===== src/sfdp_pkg.sv =====
// Shared constants for the discoverable-parameter basic table reader
package sfdp_pkg;

    // Serial command framing
    localparam logic [7:0] READ_PARAMS_OPCODE = 8'h5a;    // read_discoverable_params_cmd
    localparam logic [4:0] CMD_LAST_BIT       = 5'h07;    // Eight opcode bits
    localparam logic [4:0] ADDR_LAST_BIT      = 5'h17;    // Three address bytes
    localparam logic [4:0] DUMMY_LAST_BIT     = 5'h07;    // One dummy byte
    localparam logic [2:0] BYTE_FIRST_BIT     = 3'h0;
    localparam logic [2:0] BIT_STEP           = 3'h1;
    localparam logic [23:0] ADDR_STEP         = 24'h000001;

    // Where the basic table sits in the parameter address space
    localparam logic [23:0] TABLE_BASE  = 24'h000030;     // param_table_pointer target
    localparam logic [23:0] TABLE_LAST  = 24'h000053;
    localparam int          TABLE_BYTES = 36;
    localparam logic [7:0]  UNUSED_BYTE = 8'hff;

    // First byte fields, low to high
    localparam logic [1:0] ERASE_4K_UNIFORM = 2'h1;
    localparam logic       WRITE_GRAN_64    = 1'h1;
    localparam logic       VOLATILE_WE_REQ  = 1'h0;
    localparam logic       VOLATILE_WE_50   = 1'h0;       // Selects the 50H write enable
    localparam logic [2:0] UNUSED_HIGH_BITS = 3'h7;       // Fixed pattern, never altered

    // Third byte fields, low to high
    localparam logic       SUPPORT_1_1_2    = 1'h1;
    localparam logic [1:0] ADDR_3BYTE_ONLY  = 2'h0;
    localparam logic       DTR_SUPPORT      = 1'h0;
    localparam logic       SUPPORT_1_2_2    = 1'h1;
    localparam logic       SUPPORT_1_4_4    = 1'h1;
    localparam logic       SUPPORT_1_1_4    = 1'h1;
    localparam logic       UNUSED_BIT       = 1'h1;

    // Wait-state and mode-bit fields of the fast read descriptors
    localparam logic [4:0] WAIT_NONE = 5'h00;
    localparam logic [4:0] WAIT_4    = 5'h04;
    localparam logic [4:0] WAIT_8    = 5'h08;
    localparam logic [2:0] MODE_NONE = 3'h0;
    localparam logic [2:0] MODE_2    = 3'h2;
    localparam logic [2:0] MODE_4    = 3'h4;

    // Support byte for the all-dual and all-quad modes
    localparam logic SUPPORT_2_2_2 = 1'h0;
    localparam logic SUPPORT_4_4_4 = 1'h1;

    // Opcodes and sector sizes
    localparam logic [7:0] OPC_ERASE_4K  = 8'h20;
    localparam logic [7:0] OPC_ERASE_32K = 8'h52;
    localparam logic [7:0] OPC_ERASE_64K = 8'hd8;
    localparam logic [7:0] OPC_SECTOR4   = 8'h81;
    localparam logic [7:0] OPC_READ_144  = 8'heb;
    localparam logic [7:0] OPC_READ_114  = 8'h6b;
    localparam logic [7:0] OPC_READ_112  = 8'h3b;
    localparam logic [7:0] OPC_READ_122  = 8'hbb;
    localparam logic [7:0] SIZE_4K       = 8'h0c;
    localparam logic [7:0] SIZE_32K      = 8'h0f;
    localparam logic [7:0] SIZE_64K      = 8'h10;
    localparam logic [7:0] SIZE_ABSENT   = 8'h00;
    localparam logic [31:0] DENSITY      = 32'h003fffff;

    // Table bytes 30H through 53H in address order
    localparam logic [7:0] BASIC_TABLE [0:TABLE_BYTES-1] = '{
        {UNUSED_HIGH_BITS, VOLATILE_WE_50, VOLATILE_WE_REQ, WRITE_GRAN_64, ERASE_4K_UNIFORM},
        OPC_ERASE_4K,
        {UNUSED_BIT, SUPPORT_1_1_4, SUPPORT_1_4_4, SUPPORT_1_2_2, DTR_SUPPORT, ADDR_3BYTE_ONLY,
         SUPPORT_1_1_2},
        UNUSED_BYTE,
        DENSITY[7:0], DENSITY[15:8], DENSITY[23:16], DENSITY[31:24],
        {MODE_2, WAIT_4}, OPC_READ_144,
        {MODE_NONE, WAIT_8}, OPC_READ_114,
        {MODE_NONE, WAIT_8}, OPC_READ_112,
        {MODE_4, WAIT_NONE}, OPC_READ_122,
        {UNUSED_HIGH_BITS, SUPPORT_4_4_4, UNUSED_HIGH_BITS, SUPPORT_2_2_2},
        UNUSED_BYTE, UNUSED_BYTE, UNUSED_BYTE, UNUSED_BYTE, UNUSED_BYTE,
        {MODE_NONE, WAIT_NONE}, UNUSED_BYTE,
        UNUSED_BYTE, UNUSED_BYTE,
        {MODE_2, WAIT_4}, OPC_READ_144,
        SIZE_4K, OPC_ERASE_4K,
        SIZE_32K, OPC_ERASE_32K,
        SIZE_64K, OPC_ERASE_64K,
        SIZE_ABSENT, OPC_SECTOR4
    };

    // Phases of one chip-select frame
    typedef enum logic [2:0] {
        ST_IDLE   = 3'b000,
        ST_CMD    = 3'b001,
        ST_ADDR   = 3'b010,
        ST_DUMMY  = 3'b011,
        ST_DATA   = 3'b100,
        ST_IGNORE = 3'b101
    } phase_t;

endpackage


===== src/sfdp_basic_param_rom.sv =====
// Serial reader for the discoverable-parameter basic table, bytes 30H to 53H
//
// Summary of operation
// - Byte 30H reads E5H; its low two bits 01b advertise uniform 4KB erase.
// - Bit 2 of byte 30H reads 1, meaning 64-byte or larger write granularity.
// - Bit 4 of byte 30H reads 0, selecting the 50H volatile write enable.
// - Bits 7:5 of byte 30H always read 111b and never change.
// - Sector type 1: size 0CH at 4CH, erase opcode 20H at 4DH.
// - Sector type 2: size 0FH at 4EH, erase opcode 52H at 4FH.
// - Sector type 3: size 10H at 50H, erase opcode D8H at 51H.
// - Sector type 4 absent: 00H at 52H; byte 53H reads 81H.
// - Bits 18:17 read 00b: array uses three address bytes only.
// - Bit 19 reads 0, no double transfer rate; byte 32H reads F1H.
// - Quad address quad data read: 44H at 38H, opcode EBH at 39H.
// - Single address quad data read: 08H at 3AH, opcode 6BH at 3BH.
// - Single address dual data read: 08H parameter, opcode 3BH at 3DH.
// - Dual address dual data read: 80H at 3EH, opcode BBH at 3FH.
// - All-dual read unsupported: 00H at 46H, FFH at 47H.
// - All-quad read supported: FEH at 40H, 44H at 4AH, EBH at 4BH.
// - The basic table starts at parameter address 30H.
module sfdp_basic_param_rom
    import sfdp_pkg::*;
(
    input  wire logic i_clk_sys,
    input  wire logic i_rst_n,
    input  wire logic i_cs_n,
    input  wire logic i_sck,
    input  wire logic i_si,
    output logic      o_so,
    output logic      o_so_oe,
    output logic      o_reading
);

    // Whole state of the reader
    typedef struct packed {
        phase_t      phase;
        logic [4:0]  bit_cnt;
        logic [7:0]  cmd_shift;
        logic [23:0] addr;
        logic [7:0]  out_shift;
        logic        so;
        logic        so_oe;
        logic        reading;
    } reader_t;

    localparam reader_t RESET_STATE = '{
        phase:     ST_IDLE,
        bit_cnt:   5'h00,
        cmd_shift: 8'h00,
        addr:      24'h000000,
        out_shift: 8'h00,
        so:        1'b0,
        so_oe:     1'b0,
        reading:   1'b0
    };

    reader_t     cur;
    reader_t     next_cur;
    logic        sck_rise;
    logic        sck_fall;
    logic        table_hit;
    logic [23:0] table_offset;
    logic [5:0]  table_index;
    logic [7:0]  table_byte;

    // Clock edges of the serial link, seen in the system clock domain
    sfdp_sck_edges u_edges (
        .i_clk_sys (i_clk_sys),
        .i_rst_n   (i_rst_n),
        .i_sck     (i_sck),
        .o_rise    (sck_rise),
        .o_fall    (sck_fall)
    );

    // Map the running address onto the table; the base is where the header points
    assign table_hit    = (cur.addr >= TABLE_BASE) && (cur.addr <= TABLE_LAST);
    assign table_offset = cur.addr - TABLE_BASE;
    assign table_index  = table_offset[5:0];

    // The store answers a cycle late; the address is steady for a whole byte,
    // so the looked-up byte is always ready before the next load edge
    sfdp_table_rom u_rom (
        .i_clk_sys (i_clk_sys),
        .i_rst_n   (i_rst_n),
        .i_index   (table_index),
        .i_hit     (table_hit),
        .o_data    (table_byte)
    );

    // Frame sequencing: opcode, address, dummy, then bytes until chip select rises
    always_comb begin
        next_cur = cur;
        if (i_cs_n) begin
            // Raising chip select ends any phase at once and releases the pin
            next_cur.phase   = ST_IDLE;
            next_cur.bit_cnt = 5'h00;
            next_cur.so      = 1'b0;
            next_cur.so_oe   = 1'b0;
            next_cur.reading = 1'b0;
        end else begin
            case (cur.phase)
                ST_IDLE: begin
                    // Chip select just fell; the first rise is the opcode MSB
                    next_cur.phase   = ST_CMD;
                    next_cur.bit_cnt = 5'h00;
                end
                ST_CMD: begin
                    if (sck_rise) begin
                        next_cur.cmd_shift = {cur.cmd_shift[6:0], i_si};
                        if (cur.bit_cnt == CMD_LAST_BIT) begin
                            next_cur.bit_cnt = 5'h00;
                            // Only the parameter read is served; others are sat out
                            if ({cur.cmd_shift[6:0], i_si} == READ_PARAMS_OPCODE) begin
                                next_cur.phase = ST_ADDR;
                            end else begin
                                next_cur.phase = ST_IGNORE;
                            end
                        end else begin
                            next_cur.bit_cnt = cur.bit_cnt + 5'h01;
                        end
                    end
                end
                ST_ADDR: begin
                    if (sck_rise) begin
                        // Address arrives MSB first over three bytes
                        next_cur.addr = {cur.addr[22:0], i_si};
                        if (cur.bit_cnt == ADDR_LAST_BIT) begin
                            next_cur.phase   = ST_DUMMY;
                            next_cur.bit_cnt = 5'h00;
                        end else begin
                            next_cur.bit_cnt = cur.bit_cnt + 5'h01;
                        end
                    end
                end
                ST_DUMMY: begin
                    if (sck_rise) begin
                        // Dummy bits are clocked but their value is never looked at
                        if (cur.bit_cnt == DUMMY_LAST_BIT) begin
                            next_cur.phase   = ST_DATA;
                            next_cur.bit_cnt = 5'h00;
                            next_cur.reading = 1'b1;
                        end else begin
                            next_cur.bit_cnt = cur.bit_cnt + 5'h01;
                        end
                    end
                end
                ST_DATA: begin
                    // Data changes on the falling edge so it is stable at the next rise
                    if (sck_fall) begin
                        next_cur.so_oe   = 1'b1;
                        next_cur.bit_cnt = {2'b00, cur.bit_cnt[2:0] + BIT_STEP};
                        if (cur.bit_cnt[2:0] == BYTE_FIRST_BIT) begin
                            // Load a fresh byte; reads past the table give all ones
                            next_cur.so        = table_byte[7];
                            next_cur.out_shift = {table_byte[6:0], 1'b0};
                            next_cur.addr      = cur.addr + ADDR_STEP;
                        end else begin
                            next_cur.so        = cur.out_shift[7];
                            next_cur.out_shift = {cur.out_shift[6:0], 1'b0};
                        end
                    end
                end
                ST_IGNORE: begin
                    // Foreign command: stay off the line until the frame ends
                    next_cur.so_oe = 1'b0;
                end
                default: begin
                    next_cur = RESET_STATE;
                end
            endcase
        end
    end

    // State register; reset loads constants only
    always_ff @(posedge i_clk_sys or negedge i_rst_n) begin
        if (!i_rst_n) begin
            cur <= RESET_STATE;
        end else begin
            cur <= next_cur;
        end
    end

    // Outputs come straight from the state register
    assign o_so      = cur.so;
    assign o_so_oe   = cur.so_oe;
    assign o_reading = cur.reading;

endmodule


===== src/sfdp_table_rom.sv =====
// Basic parameter table store with registered read data
module sfdp_table_rom
    import sfdp_pkg::*;
(
    input  wire logic       i_clk_sys,
    input  wire logic       i_rst_n,
    input  wire logic [5:0] i_index,
    input  wire logic       i_hit,
    output logic      [7:0] o_data
);

    typedef struct packed {
        logic [7:0] data;
    } rom_t;

    rom_t cur;
    rom_t next_cur;

    // Misses return the unused pattern so gaps read as all ones
    always_comb begin
        next_cur = cur;
        if (i_hit) begin
            next_cur.data = BASIC_TABLE[i_index];
        end else begin
            next_cur.data = UNUSED_BYTE;
        end
    end

    always_ff @(posedge i_clk_sys or negedge i_rst_n) begin
        if (!i_rst_n) begin
            cur <= '{data: UNUSED_BYTE};
        end else begin
            cur <= next_cur;
        end
    end

    assign o_data = cur.data;

endmodule


===== src/sfdp_sck_edges.sv =====
// Rise and fall detection of the serial clock pin
module sfdp_sck_edges (
    input  wire logic i_clk_sys,
    input  wire logic i_rst_n,
    input  wire logic i_sck,
    output logic      o_rise,
    output logic      o_fall
);

    typedef struct packed {
        logic sck_prev;
    } edge_t;

    edge_t cur;
    edge_t next_cur;

    // Pin is taken as synchronous, so one history flop suffices
    always_comb begin
        next_cur = cur;
        next_cur.sck_prev = i_sck;
    end

    always_ff @(posedge i_clk_sys or negedge i_rst_n) begin
        if (!i_rst_n) begin
            cur <= '{sck_prev: 1'b0};
        end else begin
            cur <= next_cur;
        end
    end

    assign o_rise = i_sck & ~cur.sck_prev;
    assign o_fall = ~i_sck & cur.sck_prev;

endmodule


===== config.mk =====
export PLATFORM = sky130hd
export DESIGN_NAME = sfdp_basic_param_rom
export DESIGN_NICKNAME = d
export VERILOG_FILES = /design/src/sfdp_pkg.sv /design/src/sfdp_basic_param_rom.sv /design/src/sfdp_table_rom.sv /design/src/sfdp_sck_edges.sv
export SDC_FILE = /design/constraint.sdc
export NUM_CORES = 1
export LEC_CHECK = 0
export ABC_AREA = 1
export BUFFER_PORTS_ARGS = -buffer_cell sky130_fd_sc_hd__clkbuf_2
export CORE_UTILIZATION = 53
export CTS_BUF_LIST = sky130_fd_sc_hd__clkbuf_8
export CTS_CLUSTER_SIZE = 25
export DETAILED_ROUTE_END_ITERATION = 8
export GPL_TIMING_DRIVEN = 0
export PLACE_DENSITY = 0.69
export SYNTH_ARGS = -nofsm -noshare
export SYNTH_HDL_FRONTEND = slang
export SYNTH_SLANG_ARGS = --single-unit

===== constraint.sdc =====
create_clock -name i_clk_sys -period 3.6 [get_ports i_clk_sys]
set_input_delay 0.36 -clock i_clk_sys [delete_from_list [all_inputs] [get_ports i_clk_sys]]
set_output_delay 0.36 -clock i_clk_sys [all_outputs]
set_load 0.02 [all_outputs]

==> results.py <==
metrics = {
    "power_and_ir_drop": {
        "p_sw_mw": 1.453,
        "p_clk_share_pct": 20.5,
        "p_seq_share_pct": 35.2,
        "combinationalPowerShare_pct": 44.3,
        "p_sw_share_pct": 47.05,
        "irDropWorstVdd_v": 0.0003731,
        "p_leak_nw": 1.975,
        "cell_internal_pwr_mw": 1.635,
        "power_density_nw_per_um2": 696.5,
    },
    "grt": {
        "grt_first_pass_wirelength_um": 17120,
        "grt_max_degree": 59,
        "grt_overflow": 0,
        "antenna_found_initial": 0,
        "grt_usage_pct": 28.28,
        "grt_pass1_vias": 3664,
    },
    "synth": {
        "yosys.area.top_type": "dfrtp_1",
        "synth_edf_count": 0,
        "yosysSeqAreaShare_pct": 35.91,
        "dominantRegCellSynth": "dfrtp_1",
        "synth-simple-area-share_pct": 35.44,
        "synth_compound_area_share_pct": 15.31,
        "synth_common_cells": "nand2_1 (162), nor2_1 (74), inv_1 (68)",
        "synth_xor_xnor_area_share_pct": 0.2152,
        "synth_nets": 614,
        "synth_top_family_by_area": "simple AND/OR/NAND/NOR gates",
        "synth_cell_types": 36,
        "ys_seq_elements": 58,
        "synth_area_um2": 4070,
        "synth_mux_area_share_pct": 0.2767,
        "post-synth-top-count-cell": "nand2_1",
        "synthCells": 598,
        "synth_top_cell_area_share_pct": 30.74,
        "synth_area_leaders": "dfrtp_1 (31%), nand2_1 (15%), o21ai_0 (7.0%)",
        "yosys.area_share.adder_pct": 3.381,
        "yosys_warnings": 0,
        "avgSynthCellArea_um2": 6.806,
        "async_reset_ff_share_pct": 100.0,
    },
    "final_layout": {
        "syn_to_final_growth_pct": 8.915,
        "multi_input_area_um2": 2223,
        "fillCellCount": 709,
        "drive_gt1_share_pct": 14.33,
        "final_area_um2": 4433,
        "final_util_pct": 60.47,
        "antenna_cells": 0,
        "seq_area_um2": 1461,
        "fin_nets": 632,
        "stdcell_count": 720,
    },
    "detailed_routing": {
        "ant_nets": 0,
        "wl_met3_um": 437,
        "wl_um": 10320,
        "dr.pass1.iters": 5,
        "post_drt_wl_per_cell_um": 14.33,
        "via_per_inst": 5.439,
        "drc": 0,
        "num_vias": 3916,
        "wl_met1_um": 4997,
        "met2_length_um": 4701,
        "drt_iter0_drc": 242,
        "highest_layer": "met4",
    },
    "min_path": {
        "hold_path.class": "in -> async",
    },
    "floorplanning": {
        "die_w_um": 89.63,
        "pin_count": 8,
        "die_area_um2": 8034,
        "core-area_um2": 7331,
        "rows": 31,
        "die_h_um": 89.63,
        "start_util_pct": 55.52,
    },
    "timing": {
        "hold_viol_final": 0,
        "slew_headroom_pct": 46.76,
        "min_period_ps": 2018,
        "timing.fmax_ghz": 0.4956,
        "period_share_pct": 56.05,
        "grt_setup_unrepaired": "no",
        "drv_slew": 0,
        "tightest_slew_ps": 798.6,
        "tns_ps": 0,
        "setup_viol": 0,
        "fin_skew_ps": 7.633,
    },
    "clock_tree": {
        "cts_num_sinks": 58,
        "cts_setup_buffers": 0,
        "htree_levels": 3,
        "cts_tree": "done",
        "clk_pin_slew_ps": 80,
        "cts-root-buf": "clkbuf_8",
        "hold_buffers": 0,
        "cts_buffers": 9,
        "insertion_delay_ps": 350,
        "post_cts_resized": 0,
        "cts.path.max_buffers": 2,
    },
    "worst_setup_path": {
        "crit_end": "cur[27]",
        "r2r_slack_ps": 1580,
        "crit_fanout": 7,
        "startpoint_type": "register",
        "critPathLaunch": "cur[11]",
        "r2r_cells": 9,
        "arrival_ps": 2300,
        "r2r-end": "cur[27]",
        "crit_type": "reg -> reg",
        "cp-end-kind": "register",
        "rr_startpoint": "cur[11]",
        "crit_required_ps": 3890,
    },
    "outcome": {
        "status": "finished, final reports clean",
    },
    "place": {
        "postPlaceCellArea_um2": 4232,
        "port_buffers": 7,
        "post-place-cells": 704,
        "dpl.hpwl_um": 7605,
        "place.gp.congestion": 0.9269,
    },
    "run": {
        "max_cap_viol_count": 0,
    },
}
==> sequential cells by signal (all words and copies together), names as in the netlist <==
name,count
o_so,1
cur,46
u_rom.o_data,8
o_so_oe,1
o_reading,1
u_edges.cur,1
==> logic make-up (layout without fill, tap and decap cells) <==
group           Yosys count  in the layout
mux                       1              1
simple gates            332            332
buf+inv                  91            114
compound gates          104            104
flops                    58             58
xor+xnor                  1              1
fa+ha+maj                11             11
==> through the flow <==
stage          setup WS [ps]  power (mW)  hold WS (ps)
2_1_floorplan           2103       2.088         64.41
3_3_place_gp            1618       2.399         459.7
3_5_place_dp            1648       2.441         476.7
4_1_cts                 1626       3.074         125.8
5_1_grt                 1381       3.339         124.3
6_report                1582       3.087         120.9
==> worst max-delay path, cell delays in order, from the launching register on <==
cell and delay (ps):
dfrtp_1 500, ha_1 360, nand3_1 190, inv_1 230, nand2_1 100, nor2_1 210
nand2_1 80, nand2_1 60, nand3_1 70, a21oi_2 130
==> power groups by stage <==
stage	Combinational (mW)	Sequential (mW)	Clock, mW
floorplan	1.06	1.03	0
finish	1.37	1.09	0.633
detailed placement	1.35	1.09	0
global placement	1.31	1.09	0
CTS	1.36	1.08	0.635
global route	1.55	1.12	0.666
==> worst min path at each step <==
stage / depth (start not counted) / from / to / slack [ps]
2_1_floorplan: 0 / i_rst_n / cur[10] / 60
3_3_place_gp: 2 / cur[10] / cur[10] / 460
3_5_place_dp: 2 / cur[10] / cur[10] / 480
4_1_cts: 1 / i_sck / u_edges.cur / 130
5_1_grt: 1 / i_sck / u_edges.cur / 120
6_report: 1 / i_rst_n / cur[43] / 120
==> placed cells by master (no fill, tap or decap), types with 2 or more instances in the layout <==
cell        Yosys  routed
dfstp_2         8       8
clkbuf_8        0       9
buf_2           7       7
o2111ai_1       4       4
a21oi_1        10      10
o21ai_0        57      57
o21ai_1         5       5
ha_1           11      11
nor2_2         14      14
nor3_1          4       4
nand2_2         8       8
inv_6           0       2
nand3_1        54      54
inv_2           7       7
nor2_1         74      74
inv_1          68      68
nand2_1       162     162
dfrtp_1        50      50
buf_6           2       2
clkbuf_1        5       5
a21oi_2        12      12
nor2_4          2       2
clkbuf_2        0       6
o211ai_1        7       7
a31oi_1         2       2
o31ai_1         2       2
clkinvlp_4      0       4
nand4_1        11      11
==> metal layers <==
| layer | GRT usage (%) | vias to the layer above |
|---|---|---|
| met5 | 0 | - |
| met4 | 10.68 | 0 |
| met3 | 5.119 | 21 |
| met2 | 45.87 | 93 |
| met1 | 37.69 | 1823 |
| li1 | - | 1979 |
==> cell type report <==
class	count	area share [%]
buffer	16	2.343
tap	99	2.794
clock inverter	7	1.750
clock buffer	9	2.794
multi-input combinational	449	50.16
inverter	75	6.351
sequential	58	32.97
timing repair buffer	7	0.8467
Power figures use the tool's default switching activity.
